==> config.mk <==
export PLATFORM = sky130hd
export DESIGN_NAME = cltd_decoder
export DESIGN_NICKNAME = d
export VERILOG_FILES = /design/src/rtl/cltd_pkg.sv /design/src/rtl/cltd_decoder.sv
export SDC_FILE = /design/constraint.sdc
export NUM_CORES = 1
export LEC_CHECK = 0
export BUFFER_PORTS_ARGS = -buffer_cell sky130_fd_sc_hd__buf_2
export CAP_MARGIN = 20
export CORE_MARGIN = 2
export CORE_UTILIZATION = 40
export CTS_BUF_LIST = sky130_fd_sc_hd__clkbuf_16
export DETAILED_ROUTE_END_ITERATION = 8
export MAX_ROUTING_LAYER = met4
export SLEW_MARGIN = 20
export SYNTH_ARGS = -nofsm -noshare
export SYNTH_HDL_FRONTEND = slang
export SYNTH_SLANG_ARGS = --single-unit
==> constraint.sdc <==
create_clock -name mclk_i -period 4.1 [get_ports mclk_i]
set_input_delay 1.025 -clock mclk_i [delete_from_list [all_inputs] [get_ports mclk_i]]
set_output_delay 1.025 -clock mclk_i [all_outputs]
set_load 0.01 [all_outputs]
==> src/rtl/cltd_pkg.sv <==
// Package for the control, literal and table instruction decoder
package cltd_pkg;

  // Opcode fields
  localparam logic [3:0] OP_SECOND_WORD = 4'h f;
  localparam logic [6:0] OP_CALL_HI = 7'h76;
  localparam logic [4:0] OP_BRANCH_HI = 5'h1c;
  localparam logic [15:0] OP_NO_OPERATION = 16'h0000;
  localparam logic [15:0] OP_SLEEP = 16'h0003;
  localparam logic [15:0] OP_PUSH = 16'h0005;
  localparam logic [15:0] OP_POP = 16'h0006;
  localparam logic [14:0] OP_IRQ_RETURN_HI = 15'h0008;
  localparam logic [14:0] OP_RETURN_HI = 15'h0009;
  // Table read and write share the top thirteen bits
  localparam logic [12:0] OP_TABLE_HI = 13'h0001;
  localparam logic [7:0] OP_RETURN_LITERAL = 8'h0c;
  localparam logic [7:0] OP_AND_LITERAL = 8'h0b;
  localparam logic [7:0] OP_OR_LITERAL = 8'h09;
  localparam logic [7:0] OP_XOR_LITERAL = 8'h0a;
  localparam logic [7:0] OP_SUB_LITERAL = 8'h08;
  localparam logic [7:0] OP_MUL_LITERAL = 8'h0d;
  localparam logic [7:0] OP_LOAD_LITERAL = 8'h0e;
  localparam logic [7:0] TIMER_ZERO_ADDR = 8'hd6;
  localparam logic [1:0] CYCLES_ONE = 2'h1;
  localparam logic [1:0] CYCLES_TWO = 2'h2;

  // Flag positions in the affected-flags mask
  localparam int FLAG_C = 0;
  localparam int FLAG_DC = 1;
  localparam int FLAG_Z = 2;
  localparam int FLAG_OV = 3;
  localparam int FLAG_N = 4;
  localparam int FLAG_TIMEOUT = 5;
  localparam int FLAG_POWER_DOWN = 6;
  localparam int FLAG_IRQ = 7;

  typedef enum logic [4:0] {
    CLTD_NO_OPERATION, CLTD_CALL, CLTD_BRANCH, CLTD_POP, CLTD_PUSH,
    CLTD_RETURN_FROM_INTERRUPT, CLTD_RETURN, CLTD_RETURN_WITH_LITERAL,
    CLTD_STANDBY, CLTD_AND_LITERAL, CLTD_OR_LITERAL, CLTD_XOR_LITERAL,
    CLTD_SUBTRACT_FROM_LITERAL, CLTD_MULTIPLY_LITERAL, CLTD_LOAD_LITERAL,
    CLTD_TABLE_READ, CLTD_TABLE_WRITE
  } cltd_op_t;

  typedef enum logic [1:0] {
    CLTD_PTR_NONE, CLTD_PTR_POST_INC, CLTD_PTR_POST_DEC, CLTD_PTR_PRE_INC
  } cltd_ptr_t;

  typedef struct packed {
    cltd_op_t op;
    logic [1:0] cycles;
    logic [7:0] flags;
    logic [7:0] literal;
    logic shadow;
    cltd_ptr_t ptr_mode;
    logic [19:0] target;
    logic irq_reenable;
  } cltd_dec_t;

endpackage : cltd_pkg

==> src/rtl/cltd_decoder.sv <==
// Control, literal and table instruction decoder
// Function
// - Call is two words, s selects shadow save, 20-bit target, 2 cycles
// - A lone second word (top nibble 1111) runs as no-operation
// - PC change or true conditional test costs two cycles, second is idle
// - 0x0006 pops the return stack in one cycle, no flags
// - 0x0005 pushes the return stack in one cycle, no flags
// - 0x0010/0x0011 returns from interrupt in 2 cycles, re-enables interrupts
// - 0x0012/0x0013 returns from subroutine in 2 cycles, s restores shadows
// - 0x0Ckk loads literal and returns, 2 cycles, no flags
// - 0x0003 enters standby in one cycle, updates timeout and power-down
// - 0x0B/09/0A: AND, OR, XOR literal, one cycle, Z and N
// - 0x08: subtract working register from literal, all arithmetic flags
// - 0x0D: multiply literal by working register, one cycle, no flags
// - 0x0E: load literal into working register, one cycle, no flags
// - 0x0008-0x000B table read, 2 cycles, four pointer modes
// - 0x000C-0x000F table write, 2 cycles, four pointer modes
// - Port modified from itself reads pin levels, not the latch
// - Write to timer zero with d=1 clears an assigned prescaler
`timescale 1ns/10ps
module cltd_decoder
(
  // Clock and reset
  input wire logic mclk_i,
  input wire logic reset_n_i,
  // Fetch side
  input wire logic instr_valid_i,
  input wire logic [15:0] instr_i,
  input wire logic [20:0] pc_i,
  // Core status and context
  input wire logic [4:0] status_i,
  input wire logic port_self_src_i,
  input wire logic prescaler_assigned_i,
  // Decoded result
  output logic dec_valid_o,
  output cltd_pkg::cltd_dec_t dec_o,
  output logic [20:0] branch_target_o,
  output logic branch_taken_o,
  output logic idle_cycle_o,
  output logic use_pins_o,
  output logic clear_prescaler_o
);

  ////////////////////////////////////////////////////////////////////////////
  // Reset release
  logic rst_s1_q;
  logic rst_s2_q;
  always_ff @(posedge mclk_i or negedge reset_n_i)
  begin
    if (!reset_n_i)
    begin
      rst_s1_q <= 1'b0;
      rst_s2_q <= 1'b0;
    end
    else
    begin
      rst_s1_q <= 1'b1;
      rst_s2_q <= rst_s1_q;
    end
  end
  logic rst_n;
  assign rst_n = rst_s2_q;

  ////////////////////////////////////////////////////////////////////////////
  // Combinational decode
  typedef enum logic [1:0] {CLTD_S_FIRST, CLTD_S_SECOND, CLTD_S_IDLE}
    cltd_state_t;
  cltd_state_t state_q;
  cltd_state_t state_d;
  cltd_pkg::cltd_dec_t held_q;
  cltd_pkg::cltd_dec_t held_d;
  cltd_pkg::cltd_dec_t dec_q;
  cltd_pkg::cltd_dec_t dec_d;
  logic valid_q;
  logic valid_d;
  logic [20:0] tgt_q;
  logic [20:0] tgt_d;
  logic taken_q;
  logic taken_d;
  logic idle_q;
  logic idle_d;
  logic pins_q;
  logic pins_d;
  logic clr_q;
  logic clr_d;
  cltd_pkg::cltd_dec_t d;
  logic cond;
  logic [7:0] hi;

  always_comb
  begin
    hi = instr_i[15:8];
    d = '0;
    d.op = cltd_pkg::CLTD_NO_OPERATION;
    d.cycles = cltd_pkg::CYCLES_ONE;
    d.literal = instr_i[7:0];
    cond = 1'b0;
    if (instr_i[15:12] == cltd_pkg::OP_SECOND_WORD)
      d.op = cltd_pkg::CLTD_NO_OPERATION;
    else if (instr_i[15:9] == cltd_pkg::OP_CALL_HI)
    begin
      d.op = cltd_pkg::CLTD_CALL;
      d.shadow = instr_i[8];
      d.cycles = cltd_pkg::CYCLES_TWO;
      d.target = {12'h000, instr_i[7:0]};
    end
    else if (instr_i[15:11] == cltd_pkg::OP_BRANCH_HI)
    begin
      d.op = cltd_pkg::CLTD_BRANCH;
      // Bits 10:9 pick the flag, bit 8 asks for its inverse
      case (instr_i[10:9])
        2'h0: cond = status_i[cltd_pkg::FLAG_Z];
        2'h1: cond = status_i[cltd_pkg::FLAG_C];
        2'h2: cond = status_i[cltd_pkg::FLAG_OV];
        default: cond = status_i[cltd_pkg::FLAG_N];
      endcase
      cond = cond ^ instr_i[8];
      if (cond)
        d.cycles = cltd_pkg::CYCLES_TWO;
    end
    else if (instr_i == cltd_pkg::OP_POP)
      d.op = cltd_pkg::CLTD_POP;
    else if (instr_i == cltd_pkg::OP_PUSH)
      d.op = cltd_pkg::CLTD_PUSH;
    else if (instr_i == cltd_pkg::OP_SLEEP)
    begin
      d.op = cltd_pkg::CLTD_STANDBY;
      d.flags[cltd_pkg::FLAG_TIMEOUT] = 1'b1;
      d.flags[cltd_pkg::FLAG_POWER_DOWN] = 1'b1;
    end
    else if (instr_i[15:1] == cltd_pkg::OP_IRQ_RETURN_HI)
    begin
      d.op = cltd_pkg::CLTD_RETURN_FROM_INTERRUPT;
      d.shadow = instr_i[0];
      d.irq_reenable = 1'b1;
      d.flags[cltd_pkg::FLAG_IRQ] = 1'b1;
      d.cycles = cltd_pkg::CYCLES_TWO;
    end
    else if (instr_i[15:1] == cltd_pkg::OP_RETURN_HI)
    begin
      d.op = cltd_pkg::CLTD_RETURN;
      d.shadow = instr_i[0];
      d.cycles = cltd_pkg::CYCLES_TWO;
    end
    else if (instr_i[15:3] == cltd_pkg::OP_TABLE_HI)
    begin
      d.op = instr_i[2] ? cltd_pkg::CLTD_TABLE_WRITE
                        : cltd_pkg::CLTD_TABLE_READ;
      d.ptr_mode = cltd_pkg::cltd_ptr_t'(instr_i[1:0]);
      d.cycles = cltd_pkg::CYCLES_TWO;
    end
    else
    begin
      case (hi)
        cltd_pkg::OP_RETURN_LITERAL:
        begin
          d.op = cltd_pkg::CLTD_RETURN_WITH_LITERAL;
          d.cycles = cltd_pkg::CYCLES_TWO;
        end
        cltd_pkg::OP_AND_LITERAL: d.op = cltd_pkg::CLTD_AND_LITERAL;
        cltd_pkg::OP_OR_LITERAL: d.op = cltd_pkg::CLTD_OR_LITERAL;
        cltd_pkg::OP_XOR_LITERAL: d.op = cltd_pkg::CLTD_XOR_LITERAL;
        cltd_pkg::OP_SUB_LITERAL:
        begin
          d.op = cltd_pkg::CLTD_SUBTRACT_FROM_LITERAL;
          d.flags[4:0] = 5'h1f;
        end
        cltd_pkg::OP_MUL_LITERAL:
          d.op = cltd_pkg::CLTD_MULTIPLY_LITERAL;
        cltd_pkg::OP_LOAD_LITERAL:
          d.op = cltd_pkg::CLTD_LOAD_LITERAL;
        default: d.op = cltd_pkg::CLTD_NO_OPERATION;
      endcase
      if (hi == cltd_pkg::OP_AND_LITERAL || hi == cltd_pkg::OP_OR_LITERAL ||
          hi == cltd_pkg::OP_XOR_LITERAL)
      begin
        d.flags[cltd_pkg::FLAG_Z] = 1'b1;
        d.flags[cltd_pkg::FLAG_N] = 1'b1;
      end
    end
  end

  ////////////////////////////////////////////////////////////////////////////
  // Sequencing: call second word and idle second cycles
  always_comb
  begin
    state_d = state_q;
    held_d = held_q;
    dec_d = dec_q;
    valid_d = 1'b0;
    tgt_d = tgt_q;
    taken_d = 1'b0;
    idle_d = 1'b0;
    // Port self-modify and timer clear are byte-op qualifiers from the core
    pins_d = instr_valid_i & port_self_src_i;
    clr_d = instr_valid_i & (instr_i[7:0] == cltd_pkg::TIMER_ZERO_ADDR)
          & instr_i[9] & prescaler_assigned_i;
    case (state_q)
      CLTD_S_FIRST:
        if (instr_valid_i)
        begin
          if (d.op == cltd_pkg::CLTD_CALL)
          begin
            held_d = d;
            state_d = CLTD_S_SECOND;
          end
          else
          begin
            dec_d = d;
            valid_d = 1'b1;
            if (d.op == cltd_pkg::CLTD_BRANCH &&
                d.cycles == cltd_pkg::CYCLES_TWO)
            begin
              tgt_d = pc_i + 21'h00_0002
                    + {{12{instr_i[7]}}, instr_i[7:0], 1'b0};
              taken_d = 1'b1;
            end
            if (d.cycles == cltd_pkg::CYCLES_TWO)
              state_d = CLTD_S_IDLE;
          end
        end
      CLTD_S_SECOND:
        if (instr_valid_i)
        begin
          dec_d = held_q;
          dec_d.target = {instr_i[11:0], held_q.target[7:0]};
          valid_d = 1'b1;
          tgt_d = {instr_i[11:0], held_q.target[7:0], 1'b0};
          taken_d = 1'b1;
          state_d = CLTD_S_IDLE;
        end
      CLTD_S_IDLE:
      begin
        idle_d = 1'b1;
        dec_d = '0;
        dec_d.op = cltd_pkg::CLTD_NO_OPERATION;
        dec_d.cycles = cltd_pkg::CYCLES_ONE;
        valid_d = 1'b1;
        pins_d = 1'b0;
        clr_d = 1'b0;
        state_d = CLTD_S_FIRST;
      end
      default: state_d = CLTD_S_FIRST;
    endcase
  end

  always_ff @(posedge mclk_i or negedge rst_n)
  begin
    if (!rst_n)
    begin
      state_q <= CLTD_S_FIRST;
      held_q <= '0;
      dec_q <= '0;
      valid_q <= 1'b0;
      tgt_q <= '0;
      taken_q <= 1'b0;
      idle_q <= 1'b0;
      pins_q <= 1'b0;
      clr_q <= 1'b0;
    end
    else
    begin
      state_q <= state_d;
      held_q <= held_d;
      dec_q <= dec_d;
      valid_q <= valid_d;
      tgt_q <= tgt_d;
      taken_q <= taken_d;
      idle_q <= idle_d;
      pins_q <= pins_d;
      clr_q <= clr_d;
    end
  end

  assign dec_valid_o = valid_q;
  assign dec_o = dec_q;
  assign branch_target_o = tgt_q;
  assign branch_taken_o = taken_q;
  assign idle_cycle_o = idle_q;
  assign use_pins_o = pins_q;
  assign clear_prescaler_o = clr_q;

  ////////////////////////////////////////////////////////////////////////////
  // Checks
  taken_then_idle_a: assert property (@(posedge mclk_i) disable iff (!rst_n)
    taken_q |=> idle_q) else $error("taken without idle cycle");
  call_two_word_a: assert property (@(posedge mclk_i) disable iff (!rst_n)
    (state_q == CLTD_S_FIRST && instr_valid_i &&
     instr_i[15:9] == cltd_pkg::OP_CALL_HI) |=> !valid_q)
    else $error("call decoded in one word");
  lone_second_a: assert property (@(posedge mclk_i) disable iff (!rst_n)
    (state_q == CLTD_S_FIRST && instr_valid_i && instr_i[15:12] == 4'hf)
    |=> dec_q.op == cltd_pkg::CLTD_NO_OPERATION)
    else $error("lone second word not idle");
  pop_one_a: assert property (@(posedge mclk_i) disable iff (!rst_n)
    (state_q == CLTD_S_FIRST && instr_valid_i && instr_i == 16'h0006)
    |=> dec_q.op == cltd_pkg::CLTD_POP && dec_q.flags == 8'h00
    ##1 !idle_q) else $error("pop wrong");
  push_one_a: assert property (@(posedge mclk_i) disable iff (!rst_n)
    (state_q == CLTD_S_FIRST && instr_valid_i && instr_i == 16'h0005)
    |=> dec_q.op == cltd_pkg::CLTD_PUSH ##1 !idle_q)
    else $error("push wrong");
  irq_return_a: assert property (@(posedge mclk_i) disable iff (!rst_n)
    (state_q == CLTD_S_FIRST && instr_valid_i && instr_i[15:1] == 15'h0008)
    |=> dec_q.irq_reenable ##1 idle_q)
    else $error("interrupt return wrong");
  sleep_flags_a: assert property (@(posedge mclk_i) disable iff (!rst_n)
    (state_q == CLTD_S_FIRST && instr_valid_i && instr_i == 16'h0003)
    |=> dec_q.flags == 8'h60) else $error("standby flags");
  table_two_a: assert property (@(posedge mclk_i) disable iff (!rst_n)
    (state_q == CLTD_S_FIRST && instr_valid_i && instr_i[15:3] == 13'h0001)
    |=> dec_q.cycles == 2'h2 ##1 idle_q) else $error("table cycles");
  sub_flags_a: assert property (@(posedge mclk_i) disable iff (!rst_n)
    (state_q == CLTD_S_FIRST && instr_valid_i && instr_i[15:8] == 8'h08)
    |=> dec_q.flags == 8'h1f) else $error("subtract flags");

endmodule : cltd_decoder

==> metrics.txt <==
final hold vios=0; Worst Hold Endpoint=rst_n$_DFF_PN0_; DR vias=5,033; fmax=0.275 GHz; Worst setup EP type=register; most frequent cells in the layout=buf_2, dfrtp_1, nand2_1, nor2_1, ha_1; synthesized flop and latch total=102; commonest non-fill, non-tap cell in the layout=buf_2; post-route cell area=6890 um^2; setup TNS=0 ns; R2R Path Start=state_q[0]$_DFFE_PN0P_; Port Buffers=118; Routability Congestion=0.882; type of the worst min-delay path=register to register; Hold Crit Start=rst_s1_q$_DFF_PN0_; GRT Total Usage=21.0%; Max-slew headroom=33.8%; Inserted Clock Buffers=9; endpoints failing setup=0; cell count after synthesis=624; Synth area leaders=dfrtp_1, ha_1, nand2_1; largest net degree at the start of global routing=68; Worst setup SP type=input port; Power Total=3.17 mW; Ys Warns=0; status=complete, no violations; Leak=3.46 nW; # clock sinks=102; Synth top area share=43.9%; placed cell count=900; number of synthesized flops with an enable pin=0; RSZ-0062 raised after global routing=false; Netlist cell types=66; die height=125 um; Post-CTS Setup Inserts=0; Least-Margin Pin Slew=0.993 ns; Clock transition at path regs=0.08 ns; Syn-to-layout area delta=18.6%; die area=15,500 um^2; Post-Syn Area per Cell=9.31 um^2; largest area contributor in the netlist=dfrtp_1; max cap viols=0; std cell rows=44; Worst EP required=4.41 ns; r2r endpoint=dec_o[2]$_DFFE_PN0P_; IO Pins=120; HPWL after DPL=11.6 mm; Core Area=14,400 um^2; Worst Path Max Fanout=3; DRT Wirelength=15.8 mm; Antenna Nets Post-Route=0; CTS Hold Bufs=0; drt wl/cell=17.2 um; Non-Filler Instances=916; Clock Skews=0.0118 ns; TritonCTS clock tree=built; maximum vdd ir drop=0.275 mV; PwrDens=460 nW/um^2; H-tree Lvls=3; Starting Density=40.4%; part of the Yosys area used for sequential elements=43.9%; filler instances=1,345; drt initial violations=380; fin crit share=88.8%; Min-Delay Path Depth=0; R2R setup slack=1.62 ns; grt ovf=0; max-slew violations=0; clock buffer depth=2; DRC viols=0; syn_nets=713; Worst Path Arrival=3.95 ns; initial antenna violation count=0; router iterations before antenna repair=5; Die Wd=125 um; root buf cell=clkbuf_16; placed inst area=6590 um^2; cell depth of the worst flop-to-flop path=5; minimum clock period=3.64 ns; share of post-route cells with drive strength above 1=23.0%; Post-CTS Resized=0; WS Path Type=input port to register; Most used DFF post-synth=dfrtp_1; first-pass GRT wire length=25.4 mm; Post-synth ARST share=100%; Netlist Area Pre-Place=5810 um^2; Vias/cell=5.49; ANT cells=0; final net count=816; clk_lat worst skew=0.36 ns; vias in the first global route=4,907
-- cell type report --
type	instances	area (um^2)	area share (%)
clock buffer	9	225	3.27
clock inverter	7	75.1	1.09
inverter	13	48.8	0.708
multi-input combinational	464	3000	43.5
sequential	102	2560	37.1
tap	184	230	3.34
timing repair buffer	137	758	11.0
-- cells by family (layout without fill, tap and decap cells) --
family | count (synthesis) | count (layout) | synth area share, %
AO/OA/AOI/OAI | 149 | 149 | 17.4
XOR/XNOR | 16 | 16 | 2.41
adder cells (fa/ha/maj) | 42 | 42 | 9.17
buffers and inverters | 58 | 166 | 4.52
flip-flops | 102 | 102 | 43.9
multiplexers | 8 | 8 | 1.68
other | 1 | 1 | 0.0645
AND/OR/NAND/NOR | 248 | 248 | 20.8
-- worst max-delay path: stages --
cell and delay (ns):
buf_2 0.14, ha_1 0.31, ha_1 0.25, fa_1 0.43, a211oi_1 0.42, o21bai_1 0.17
a2111oi_0 0.48, buf_4 0.20, o31ai_1 0.09, xnor2_1 0.14, o211ai_1 0.16, o21a_1 0.14
-- cells in the mapped netlist, drive strengths merged (9+ instances only) --
cell type	n
nand2	87
nand3	12
o21a	10
a21oi	33
dfrtp	102
buf	17
nor3	11
ha	41
xnor2	10
and2	14
a221oi	18
clkbuf	28
o211ai	9
nor2	76
o21ai	31
a21o	9
inv	12
-- how the worst max path moves through the flow --
| stage | from | to | cells past startpoint |
|---|---|---|---|
| 2_1_floorplan | instr_i[1] | branch_target_o[20]$_DFFE_PN0P_ | 10 |
| 3_3_place_gp | instr_i[1] | branch_target_o[16]$_DFFE_PN0P_ | 12 |
| 3_5_place_dp | instr_i[1] | branch_target_o[20]$_DFFE_PN0P_ | 11 |
| 4_1_cts | instr_i[1] | branch_target_o[20]$_DFFE_PN0P_ | 11 |
| 5_1_grt | instr_i[0] | branch_target_o[16]$_DFFE_PN0P_ | 14 |
| 6_report | instr_i[1] | branch_target_o[16]$_DFFE_PN0P_ | 12 |
-- per-layer routing --
| metal | track usage (%) | vias up | share of wire, % |
|---|---|---|---|
| li1 | - | 2425 | - |
| met1 | 27.4 | 2439 | 44 |
| met2 | 33.8 | 145 | 49 |
| met3 | 3.65 | 24 | 4.8 |
| met4 | 6.28 | 0 | 2.0 |
| met5 | - | - | 0 |
-- state kept, by name, indices dropped and copies added (netlist names) --
name               count
idle_cycle_o           1
clear_prescaler_o      1
branch_taken_o         1
dec_valid_o            1
use_pins_o             1
branch_target_o       21
rst_s1_q               1
rst_n                  1
held_q                30
state_q                2
dec_o                 42
-- power by group --
group | switching (mW) | total (mW) | internal, mW
registers | 0.118 | 1.31 | 1.19
logic | 0.569 | 0.970 | 0.401
clock network | 0.410 | 0.888 | 0.478
total | 1.10 | 3.17 | 2.07
-- metrics by stage --
stage          hold WS (ns)  utilization [%]  worst slack, ns
6_report              0.362             47.9            0.461
4_1_cts               0.368             47.9            0.470
2_1_floorplan         0.331                -            0.563
5_1_grt               0.384             47.9            0.292
3_5_place_dp          0.339             45.9            0.106
3_3_place_gp          0.339             45.9            0.147
Power figures use the tool's default switching activity.
